<file path="src/hw/apiu_defines.svh">
`ifndef APIU_DEFINES_SVH
`define APIU_DEFINES_SVH

// source indices and counts
`define APIU_NSRC 6
`define APIU_NLIM 5
`define APIU_SRC_MASS 0
`define APIU_SRC_DENS 1
`define APIU_SRC_VOL 2
`define APIU_SRC_TEMP 3
`define APIU_SRC_SLUG 4
`define APIU_SRC_DIAG 5

// severity codes
`define APIU_SEV_OFF 2'h0
`define APIU_SEV_WARN 2'h1
`define APIU_SEV_ALARM 2'h2

// register byte offsets, per-source blocks step by one word
`define APIU_OFF_CFG 8'h00
`define APIU_OFF_LIM 8'h20
`define APIU_OFF_STATUS 8'h40
`define APIU_OFF_IRQ_STAT 8'h44
`define APIU_OFF_IRQ_MASK 8'h48
`define APIU_OFF_LATCH_CLR 8'h4C
`define APIU_OFF_TRIM 8'h50
`define APIU_OFF_READBACK 8'h54

// trim register fields
`define APIU_TRIM_START 0
`define APIU_TRIM_SEL 1
`define APIU_TRIM_CONFIRM 2
`define APIU_TRIM_DECLINE 3
`define APIU_TRIM_ACCEPT 4
`define APIU_TRIM_VAL_LSB 16

// flash timing
`define APIU_CLK_MHZ 100
`define APIU_FLASH_HALF_MS 250
`define APIU_FLASH_HALF_CYC (`APIU_FLASH_HALF_MS * 1000 * `APIU_CLK_MHZ)
`define APIU_FLASH_GAP_HALVES 4
`endif

</file>
<file path="src/hw/apiu_pkg.sv">
`include "apiu_defines.svh"
package apiu_pkg;
   // per-source configuration word, low half of the register
   typedef struct packed {
      logic [7:0] delay;
      logic [3:0] code;
      logic latch;
      logic contact;
      logic [1:0] sev;
   } apiu_cfg_t;

   typedef struct packed {
      logic [15:0] hi;
      logic [15:0] lo;
   } apiu_lim_t;

   typedef enum logic [1:0] {
      APIU_TR_IDLE = 2'b00,
      APIU_TR_ASK = 2'b01,
      APIU_TR_FIXED = 2'b10
   } apiu_trim_t;

   typedef enum logic [1:0] {
      APIU_FL_IDLE = 2'b00,
      APIU_FL_ON = 2'b01,
      APIU_FL_OFF = 2'b10,
      APIU_FL_GAP = 2'b11
   } apiu_flash_st_t;

   typedef struct packed {
      apiu_flash_st_t st;
      logic [31:0] cnt;
      logic [3:0] left;
      logic red;
      logic green;
      logic led_red;
      logic led_green;
   } apiu_flash_state_t;
endpackage : apiu_pkg

</file>
<file path="src/hw/apiu_flash_if.sv">
`timescale 1ns/1ps
interface apiu_flash_if;
   logic req_valid;
   logic [1:0] sev;
   logic [3:0] code;
   logic busy;
   logic led_red;
   logic led_green;
   modport ctrl (output req_valid, sev, code,
                 input busy, led_red, led_green);
   modport flash (input req_valid, sev, code,
                  output busy, led_red, led_green);
endinterface : apiu_flash_if

</file>
<file path="src/hw/apiu_flasher.sv">
`timescale 1ns/1ps
`include "apiu_defines.svh"
module apiu_flasher #(
   parameter int unsigned HALF_CYC = `APIU_FLASH_HALF_CYC
) (
   // clock and reset
   input wire logic pclk,
   input wire logic presetn,
   // request and led
   apiu_flash_if.flash fl
);
   localparam logic [31:0] HALF_END = 32'(HALF_CYC - 1);
   localparam logic [31:0] GAP_END =
      32'(HALF_CYC * `APIU_FLASH_GAP_HALVES - 1);

   apiu_pkg::apiu_flash_state_t s_reg, s_next;

   // code and colour are sampled only when idle, so a sequence in
   // progress always finishes with the pattern it began with
   always_comb
   begin
      s_next = s_reg;
      s_next.cnt = s_reg.cnt + 32'h0000_0001;
      unique case (s_reg.st)
         apiu_pkg::APIU_FL_IDLE:
         begin
            s_next.cnt = 32'h0000_0000;
            if (fl.req_valid)
            begin
               s_next.left = (fl.code == 4'h0) ? 4'h1 : fl.code;
               s_next.red = (fl.sev == `APIU_SEV_ALARM);
               s_next.green = (fl.sev == `APIU_SEV_WARN);
               s_next.led_red = (fl.sev == `APIU_SEV_ALARM);
               s_next.led_green = (fl.sev == `APIU_SEV_WARN);
               s_next.st = apiu_pkg::APIU_FL_ON;
            end
         end
         apiu_pkg::APIU_FL_ON:
            if (s_reg.cnt == HALF_END)
            begin
               s_next.cnt = 32'h0000_0000;
               s_next.left = s_reg.left - 4'h1;
               s_next.led_red = 1'b0;
               s_next.led_green = 1'b0;
               s_next.st = apiu_pkg::APIU_FL_OFF;
            end
         apiu_pkg::APIU_FL_OFF:
            if (s_reg.cnt == HALF_END)
            begin
               s_next.cnt = 32'h0000_0000;
               if (s_reg.left == 4'h0)
                  s_next.st = apiu_pkg::APIU_FL_GAP;
               else
               begin
                  s_next.led_red = s_reg.red;
                  s_next.led_green = s_reg.green;
                  s_next.st = apiu_pkg::APIU_FL_ON;
               end
            end
         apiu_pkg::APIU_FL_GAP:
            if (s_reg.cnt == GAP_END)
               s_next.st = apiu_pkg::APIU_FL_IDLE;
      endcase
   end

   always_ff @(posedge pclk or negedge presetn)
      if (!presetn)
         s_reg <= '0;
      else
         s_reg <= s_next;

   assign fl.busy = (s_reg.st != apiu_pkg::APIU_FL_IDLE);
   assign fl.led_red = s_reg.led_red;
   assign fl.led_green = s_reg.led_green;
endmodule : apiu_flasher

</file>
<file path="src/hw/apiu_alarm.sv">
`timescale 1ns/1ps
`include "apiu_defines.svh"
module apiu_alarm #(
   parameter int unsigned FLASH_HALF_CYC = `APIU_FLASH_HALF_CYC
) (
   // clock and reset
   input wire logic pclk,
   input wire logic presetn,
   // apb slave
   input wire logic psel,
   input wire logic penable,
   input wire logic pwrite,
   input wire logic [7:0] paddr,
   input wire logic [31:0] pwdata,
   output logic [31:0] prdata,
   output logic pready,
   output logic pslverr,
   // process values and device state
   input wire logic [15:0] pv_mass_flow,
   input wire logic [15:0] pv_density,
   input wire logic [15:0] pv_vol_flow,
   input wire logic [15:0] pv_temperature,
   input wire logic diag_fail,
   input wire logic sec_tick,
   input wire logic [15:0] primary_output_current,
   // indication and reporting
   output logic led_red,
   output logic led_green,
   output logic alarm_contact,
   output logic alarm_to_outputs,
   output logic [5:0] host_alarm,
   output logic irq,
   // analog output trim
   output logic fixed_mode_primary,
   output logic fixed_mode_secondary,
   output logic [15:0] fixed_value
);
   typedef struct packed {
      apiu_pkg::apiu_cfg_t [`APIU_NSRC-1:0] cfg;
      apiu_pkg::apiu_lim_t [`APIU_NLIM-1:0] lim;
      logic [`APIU_NLIM-1:0][7:0] dcnt;
      logic [`APIU_NSRC-1:0] latched;
      logic [`APIU_NSRC-1:0] ind;
      logic [`APIU_NSRC-1:0] irq_stat;
      logic [`APIU_NSRC-1:0] irq_mask;
      logic [`APIU_NSRC-1:0] host;
      apiu_pkg::apiu_trim_t trim;
      logic trim_sel;
      logic fixed_pri;
      logic fixed_sec;
      logic [15:0] fixed_val;
      logic [15:0] readback;
      logic [31:0] prdata;
      logic contact_closed;
      logic alarm_out;
      logic [1:0] sel_sev;
      logic [3:0] sel_code;
   } apiu_state_t;

   apiu_state_t s_reg, s_next;
   apiu_flash_if fl ();

   // per-source word decode: valid bit and index within a block
   function automatic logic [3:0] apiu_src_idx(input logic [7:0] a,
                                                input logic [7:0] base,
                                                input int unsigned n);
      logic [7:0] d;
      d = a - base;
      apiu_src_idx = 4'h0;
      if (a >= base && d[1:0] == 2'h0 && d[7:2] < 6'(n))
         apiu_src_idx = {1'b1, d[4:2]};
   endfunction : apiu_src_idx

   function automatic logic apiu_mapped(input logic [7:0] a);
      logic [3:0] c;
      logic [3:0] l;
      c = apiu_src_idx(a, `APIU_OFF_CFG, `APIU_NSRC);
      l = apiu_src_idx(a, `APIU_OFF_LIM, `APIU_NLIM);
      apiu_mapped = c[3] || l[3] ||
         a == `APIU_OFF_STATUS || a == `APIU_OFF_IRQ_STAT ||
         a == `APIU_OFF_IRQ_MASK || a == `APIU_OFF_LATCH_CLR ||
         a == `APIU_OFF_TRIM || a == `APIU_OFF_READBACK;
   endfunction : apiu_mapped

   logic wr;
   logic rd_setup;
   logic [3:0] cfg_hit;
   logic [3:0] lim_hit;
   logic [`APIU_NLIM-1:0][15:0] pv;
   logic [`APIU_NSRC-1:0] en;
   logic [`APIU_NSRC-1:0] raw;
   logic [`APIU_NSRC-1:0] clr;
   logic [`APIU_NSRC-1:0] w1c;
   logic [`APIU_NSRC-1:0] sev2;
   logic [`APIU_NSRC-1:0] cmask;
   logic [5:0] best;

   // zero wait state slave; errors only on unmapped words
   assign pready = 1'b1;
   assign pslverr = psel && penable && !apiu_mapped(paddr);
   assign wr = psel && penable && pwrite && apiu_mapped(paddr);
   assign rd_setup = psel && !penable && !pwrite;
   assign cfg_hit = apiu_src_idx(paddr, `APIU_OFF_CFG, `APIU_NSRC);
   assign lim_hit = apiu_src_idx(paddr, `APIU_OFF_LIM, `APIU_NLIM);
   assign clr = (wr && paddr == `APIU_OFF_LATCH_CLR) ?
                pwdata[`APIU_NSRC-1:0] : '0;
   assign w1c = (wr && paddr == `APIU_OFF_IRQ_STAT) ?
                pwdata[`APIU_NSRC-1:0] : '0;

   // slug source watches density again, against its own limits
   assign pv[`APIU_SRC_MASS] = pv_mass_flow;
   assign pv[`APIU_SRC_DENS] = pv_density;
   assign pv[`APIU_SRC_VOL] = pv_vol_flow;
   assign pv[`APIU_SRC_TEMP] = pv_temperature;
   assign pv[`APIU_SRC_SLUG] = pv_density;

   // limit sources: delay counted in whole seconds of sec_tick
   genvar g;
   generate
      for (g = 0; g < `APIU_NLIM; g++)
      begin : g_lim
         logic oor;
         assign oor = pv[g] > s_reg.lim[g].hi || pv[g] < s_reg.lim[g].lo;
         assign raw[g] = en[g] && oor &&
                         s_reg.dcnt[g] >= s_reg.cfg[g].delay;
      end
      for (g = 0; g < `APIU_NSRC; g++)
      begin : g_en
         assign en[g] = s_reg.cfg[g].sev != `APIU_SEV_OFF;
         assign sev2[g] = s_reg.cfg[g].sev == `APIU_SEV_ALARM;
         assign cmask[g] = s_reg.cfg[g].contact;
      end
   endgenerate
   // state source: diagnostic failure has no limits or delay
   assign raw[`APIU_SRC_DIAG] = en[`APIU_SRC_DIAG] && diag_fail;

   // all state updates in one place
   always_comb
   begin
      logic [5:0] rank;
      rank = 6'h00;
      best = 6'h00;
      s_next = s_reg;
      // delay counters restart whenever the value is back in range
      for (int i = 0; i < `APIU_NLIM; i++)
         if (!g_lim_oor(i) || !en[i])
            s_next.dcnt[i] = 8'h00;
         else if (sec_tick && s_reg.dcnt[i] < s_reg.cfg[i].delay)
            s_next.dcnt[i] = s_reg.dcnt[i] + 8'h01;
      // set beats clear, so a still-present condition relatches
      s_next.latched = ((s_reg.latched & ~clr) |
         (raw & latch_mask())) & en;
      s_next.ind = (s_next.latched | raw) & en;
      s_next.irq_stat = (s_reg.irq_stat & ~w1c) |
                        (s_next.ind & ~s_reg.ind);
      s_next.host = s_next.ind;
      // pick highest severity, ties go to the larger code; equal
      // codes are allowed and the lower index then wins
      for (int i = 0; i < `APIU_NSRC; i++)
      begin
         rank = {s_reg.cfg[i].sev, s_reg.cfg[i].code};
         if (s_next.ind[i] && rank > best)
            best = rank;
      end
      s_next.sel_sev = best[5:4];
      s_next.sel_code = best[3:0];
      s_next.alarm_out = |(s_next.ind & sev2);
      s_next.contact_closed = |(s_next.ind & contact_mask());
      s_next.readback = primary_output_current;
      // register writes
      if (wr && cfg_hit[3])
         s_next.cfg[cfg_hit[2:0]] = pwdata[15:0];
      if (wr && lim_hit[3])
         s_next.lim[lim_hit[2:0]] = pwdata;
      if (wr && paddr == `APIU_OFF_IRQ_MASK)
         s_next.irq_mask = pwdata[`APIU_NSRC-1:0];
      // trim sequence: ask, then fixed until the operator accepts
      unique case (s_reg.trim)
         apiu_pkg::APIU_TR_IDLE:
            if (wr && paddr == `APIU_OFF_TRIM && pwdata[`APIU_TRIM_START])
            begin
               s_next.trim = apiu_pkg::APIU_TR_ASK;
               s_next.trim_sel = pwdata[`APIU_TRIM_SEL];
               s_next.fixed_val = pwdata[`APIU_TRIM_VAL_LSB +: 16];
            end
         apiu_pkg::APIU_TR_ASK:
            if (wr && paddr == `APIU_OFF_TRIM)
            begin
               if (pwdata[`APIU_TRIM_DECLINE])
                  s_next.trim = apiu_pkg::APIU_TR_IDLE;
               else if (pwdata[`APIU_TRIM_CONFIRM])
               begin
                  s_next.trim = apiu_pkg::APIU_TR_FIXED;
                  s_next.fixed_pri = !s_reg.trim_sel;
                  s_next.fixed_sec = s_reg.trim_sel;
               end
            end
         apiu_pkg::APIU_TR_FIXED:
            if (wr && paddr == `APIU_OFF_TRIM)
            begin
               // every write here rewrites the value, the accepting write included
               s_next.fixed_val = pwdata[`APIU_TRIM_VAL_LSB +: 16];
               if (pwdata[`APIU_TRIM_ACCEPT])
               begin
                  s_next.trim = apiu_pkg::APIU_TR_IDLE;
                  s_next.fixed_pri = 1'b0;
                  s_next.fixed_sec = 1'b0;
               end
            end
         default:
            s_next.trim = apiu_pkg::APIU_TR_IDLE;
      endcase
      // read data is captured in the setup phase for the access phase
      if (rd_setup)
      begin
         s_next.prdata = 32'h0000_0000;
         if (cfg_hit[3])
            s_next.prdata[15:0] = s_reg.cfg[cfg_hit[2:0]];
         else if (lim_hit[3])
            s_next.prdata = s_reg.lim[lim_hit[2:0]];
         else
            unique case (paddr)
               `APIU_OFF_STATUS:
                  s_next.prdata[19:0] = {s_reg.contact_closed,
                     s_reg.alarm_out, s_reg.sel_code, s_reg.sel_sev,
                     s_reg.latched, s_reg.ind};
               `APIU_OFF_IRQ_STAT:
                  s_next.prdata[5:0] = s_reg.irq_stat;
               `APIU_OFF_IRQ_MASK:
                  s_next.prdata[5:0] = s_reg.irq_mask;
               `APIU_OFF_TRIM:
                  s_next.prdata = {s_reg.fixed_val, 12'h000,
                     s_reg.trim_sel, 1'b0, s_reg.trim};
               `APIU_OFF_READBACK:
                  s_next.prdata[15:0] = s_reg.readback;
               default:
                  s_next.prdata = 32'h0000_0000;
            endcase
      end
   end

   function automatic logic g_lim_oor(input int i);
      g_lim_oor = pv[i] > s_reg.lim[i].hi || pv[i] < s_reg.lim[i].lo;
   endfunction : g_lim_oor

   function automatic logic [`APIU_NSRC-1:0] latch_mask();
      for (int i = 0; i < `APIU_NSRC; i++)
         latch_mask[i] = s_reg.cfg[i].latch;
   endfunction : latch_mask

   function automatic logic [`APIU_NSRC-1:0] contact_mask();
      for (int i = 0; i < `APIU_NSRC; i++)
         contact_mask[i] = s_reg.cfg[i].contact;
   endfunction : contact_mask

   always_ff @(posedge pclk or negedge presetn)
      if (!presetn)
         s_reg <= '0;
      else
         s_reg <= s_next;

   // flash sequencer runs whenever a source is being shown
   assign fl.req_valid = s_reg.sel_sev != `APIU_SEV_OFF;
   assign fl.sev = s_reg.sel_sev;
   assign fl.code = s_reg.sel_code;

   apiu_flasher #(
      .HALF_CYC(FLASH_HALF_CYC)
   ) u_flash (
      .pclk(pclk),
      .presetn(presetn),
      .fl(fl)
   );

   // outputs; contact is open (high) with no alarm
   assign led_red = fl.led_red;
   assign led_green = fl.led_green;
   assign alarm_contact = !s_reg.contact_closed;
   assign alarm_to_outputs = s_reg.alarm_out;
   assign host_alarm = s_reg.host;
   assign irq = |(s_reg.irq_stat & s_reg.irq_mask);
   assign fixed_mode_primary = s_reg.fixed_pri;
   assign fixed_mode_secondary = s_reg.fixed_sec;
   assign fixed_value = s_reg.fixed_val;
   assign prdata = s_reg.prdata;
endmodule : apiu_alarm

</file>
<file path="config.mk">
export PLATFORM = sky130hd
export DESIGN_NAME = apiu_alarm
export DESIGN_NICKNAME = d
export VERILOG_FILES = /design/src/hw/apiu_pkg.sv /design/src/hw/apiu_flash_if.sv /design/src/hw/apiu_flasher.sv /design/src/hw/apiu_alarm.sv
export VERILOG_INCLUDE_DIRS = /design/src /design/src/hw
export SDC_FILE = /design/constraint.sdc
export NUM_CORES = 1
export LEC_CHECK = 0
export BUFFER_PORTS_ARGS = -buffer_cell sky130_fd_sc_hd__buf_2
export CORE_MARGIN = 8
export CORE_UTILIZATION = 41
export CTS_CLUSTER_SIZE = 24
export DETAILED_ROUTE_END_ITERATION = 8
export GPL_TIMING_DRIVEN = 0
export PLACE_DENSITY_LB_ADDON = 0.3
export SLEW_MARGIN = 20
export SYNTH_ARGS = -nofsm -noshare
export SYNTH_HDL_FRONTEND = slang
export SYNTH_SLANG_ARGS = --single-unit
</file>
<file path="constraint.sdc">
create_clock -name pclk -period 17.4 [get_ports pclk]
set_clock_uncertainty 0.2 [all_clocks]
set_input_delay 3.48 -clock pclk [delete_from_list [all_inputs] [get_ports pclk]]
set_output_delay 3.48 -clock pclk [all_outputs]
set_load 0.005 [all_outputs]
</file>
==> results_dict.tcl <==
set metrics [dict create \
    synthTopCellsByCount "dfrtp_1, inv_1, nand2_1" \
    syn_area_um2 25900 \
    cts_resized 0 \
    seqCellArea_um2 11000 \
    largest_register_ffs 328 \
    dp_cells 3677 \
    ir_drop_v 0.0000720 \
    synth_most_common_cell "dfrtp_1" \
    via_per_inst 5.75 \
    synthCells 2639 \
    critPathTopFamily "compound AO/OA/AOI/OAI gates" \
    yosysWarnings 0 \
    synthArstFlopShare_pct 100 \
    required_ns 17.66 \
    grt_max_degree 100 \
    drt_iter0_drc 2305 \
    cp_slowest_cell "a2111oi_0" \
    hold_viol 0 \
    max_freq_mhz 66.8 \
    overflow 0 \
    min-delay-path-class "reg2reg" \
    cp.buffers_inverters 6 \
    die_h_um 267 \
    cp.depth 55 \
    dieArea_um2 71400 \
    place_hpwl_um 69700 \
    cp-start-kind "input port" \
    p_leak_uw 0.0139 \
    clk_pin_slew_ns 0.06 \
    ff2ff_path_depth 55 \
    syn2layout_area_growth_pct 14.9 \
    n_fill_cell 5907 \
    gp_congestion 0.969 \
    fin_nets 3245 \
    vias 21700 \
    final_layout_size_suffix_gt1_share_pct 20.5 \
    ant_nets 0 \
    worst-r2r-setup-slack_ns 5.03 \
    worst_slack_ns 2.43 \
    ys_seq_area_share_pct 42.5 \
    yosysTopAreaCell "dfrtp_1" \
    holdBufCountCts 0 \
    hold_ws_ns 0.283 \
    finalCritPeriodShare_pct 86.1 \
    synth_enable_flop_cells 0 \
    cts_max_path_buffers 3 \
    stdcell_count 3769 \
    port_buffers 186 \
    finalSetupTns_ns 0 \
    pin_count 190 \
    status "completed" \
    synthTopCellsByArea "dfrtp_1, ha_1, mux2_2" \
    drv_cap 0 \
    clk_latency_ns 0.60 \
    relSlewSlack_pct 21.5 \
    tightest_slew_ns 1.18 \
    drc 0 \
    synth_flop_cell "dfrtp_1" \
    synth.distinct_cells 80 \
    multiInputGateArea_um2 13200 \
    dp_slack_ns 1.99 \
    ys_seq_elements 439 \
    cts-root-buf "clkbuf_16" \
    syn-num-nets 3000 \
    wl_um 90000 \
    final_max_slew_viol_count 0 \
    crit_fanout 10 \
    cts_tree "done" \
    path_common_cell "ha_1" \
    avgSynthCellArea_um2 9.80 \
    first_pass_iters 8 \
    rows 92 \
    setup_viol 0 \
    cp.arrival_ns 15.24 \
    routedWlPerCell_um 23.9 \
    core_area_um2 62700 \
    postCtsSetupRepairBufs 0 \
    rsz0062_at_grt "false" \
    max_stage_delay_ns 0.61 \
    grt_pass1_wl_um 133000 \
    grt_usage_pct 24.7 \
    numCtsBuffers 51 \
    synth_top_cell_area_share_pct 42.5 \
    dieWidth_um 267 \
    end_kind "flop" \
    grt_antenna_before_repair 4 \
    htree_levels 2 \
    power_density_nw_per_um2 82.1 \
    crit_type "in2reg" \
    min_delay_path_depth 1 \
    grt_pass1_vias 21500 \
    min_period_ns 14.97 \
    cts.sinks 439 \
    initial_utilization_pct 41.2 \
]
==> logic make-up after synthesis <==
| family | synth area share [%] |
|---|---|
| fa+ha+maj | 11.3 |
| buf+inv | 6.63 |
| simple gates | 11.7 |
| other cells | 0.0145 |
| flops | 42.5 |
| xor+xnor | 2.13 |
| compound gates | 14.4 |
| mux | 11.3 |
==> where the power goes <==
part	internal [uW]	switching (uW)	leakage [uW]
sequential	1050	26.7	0.00581
combinational	91.6	174	0.00724
clock	653	447	0.000852
total	1790	647	0.0139
==> final timing paths <==
check / from / to
setup / recovery: pv_mass_flow[11] / fl.code[0]
hold / removal: prdata[4] / prdata[4]
setup reg to reg: s_reg[174] / fl.code[0]
hold reg to reg: prdata[4] / prdata[4]
max in group asynchronous: presetn / u_flash.s_reg[32]
min in group asynchronous: presetn / s_reg[239]
==> metrics by stage <==
stage | cell area [um2] | total power, uW | utilization (%)
finish | 29700 | 2440 | 47.4
detailed placement | 28000 | 1360 | 44.6
floorplan | 25900 | 1220 | -
CTS | 29700 | 2460 | 47.4
global placement | 27900 | 1340 | 44.4
global route | 29700 | 2530 | 47.4
==> area by class of cell <==
type	instances	area share (%)
clock buffers	72	5.14
repair buffers	192	3.59
clock inverters	19	0.614
flip-flops and latches	439	36.9
plain buffers	155	2.68
multi-input cells	1800	44.4
diodes	1	0.00842
well taps	846	3.56
inverters	245	3.09
==> placed cells by master, fill, tap and decap left out, drive strengths merged, types with 31 or more instances in the layout <==
master / count
a21oi: 160
a22oi: 42
buf: 265
clkbuf: 154
dfrtp: 439
ha: 234
inv: 245
mux2: 241
nand2: 242
nand3: 56
nand4: 39
nor2: 161
nor3: 31
o21ai: 179
xor2: 44
==> routing by layer <==
metal | share of wire (%) | vias to the layer above | track usage [%]
met3 | 9.5 | 169 | 6.21
met5 | 0.059 | - | 0
met2 | 44 | 967 | 38.3
li1 | - | 9787 | -
met4 | 3.3 | 8 | 7.93
met1 | 43 | 10700 | 33.6
(Power assumes the default switching activity.)
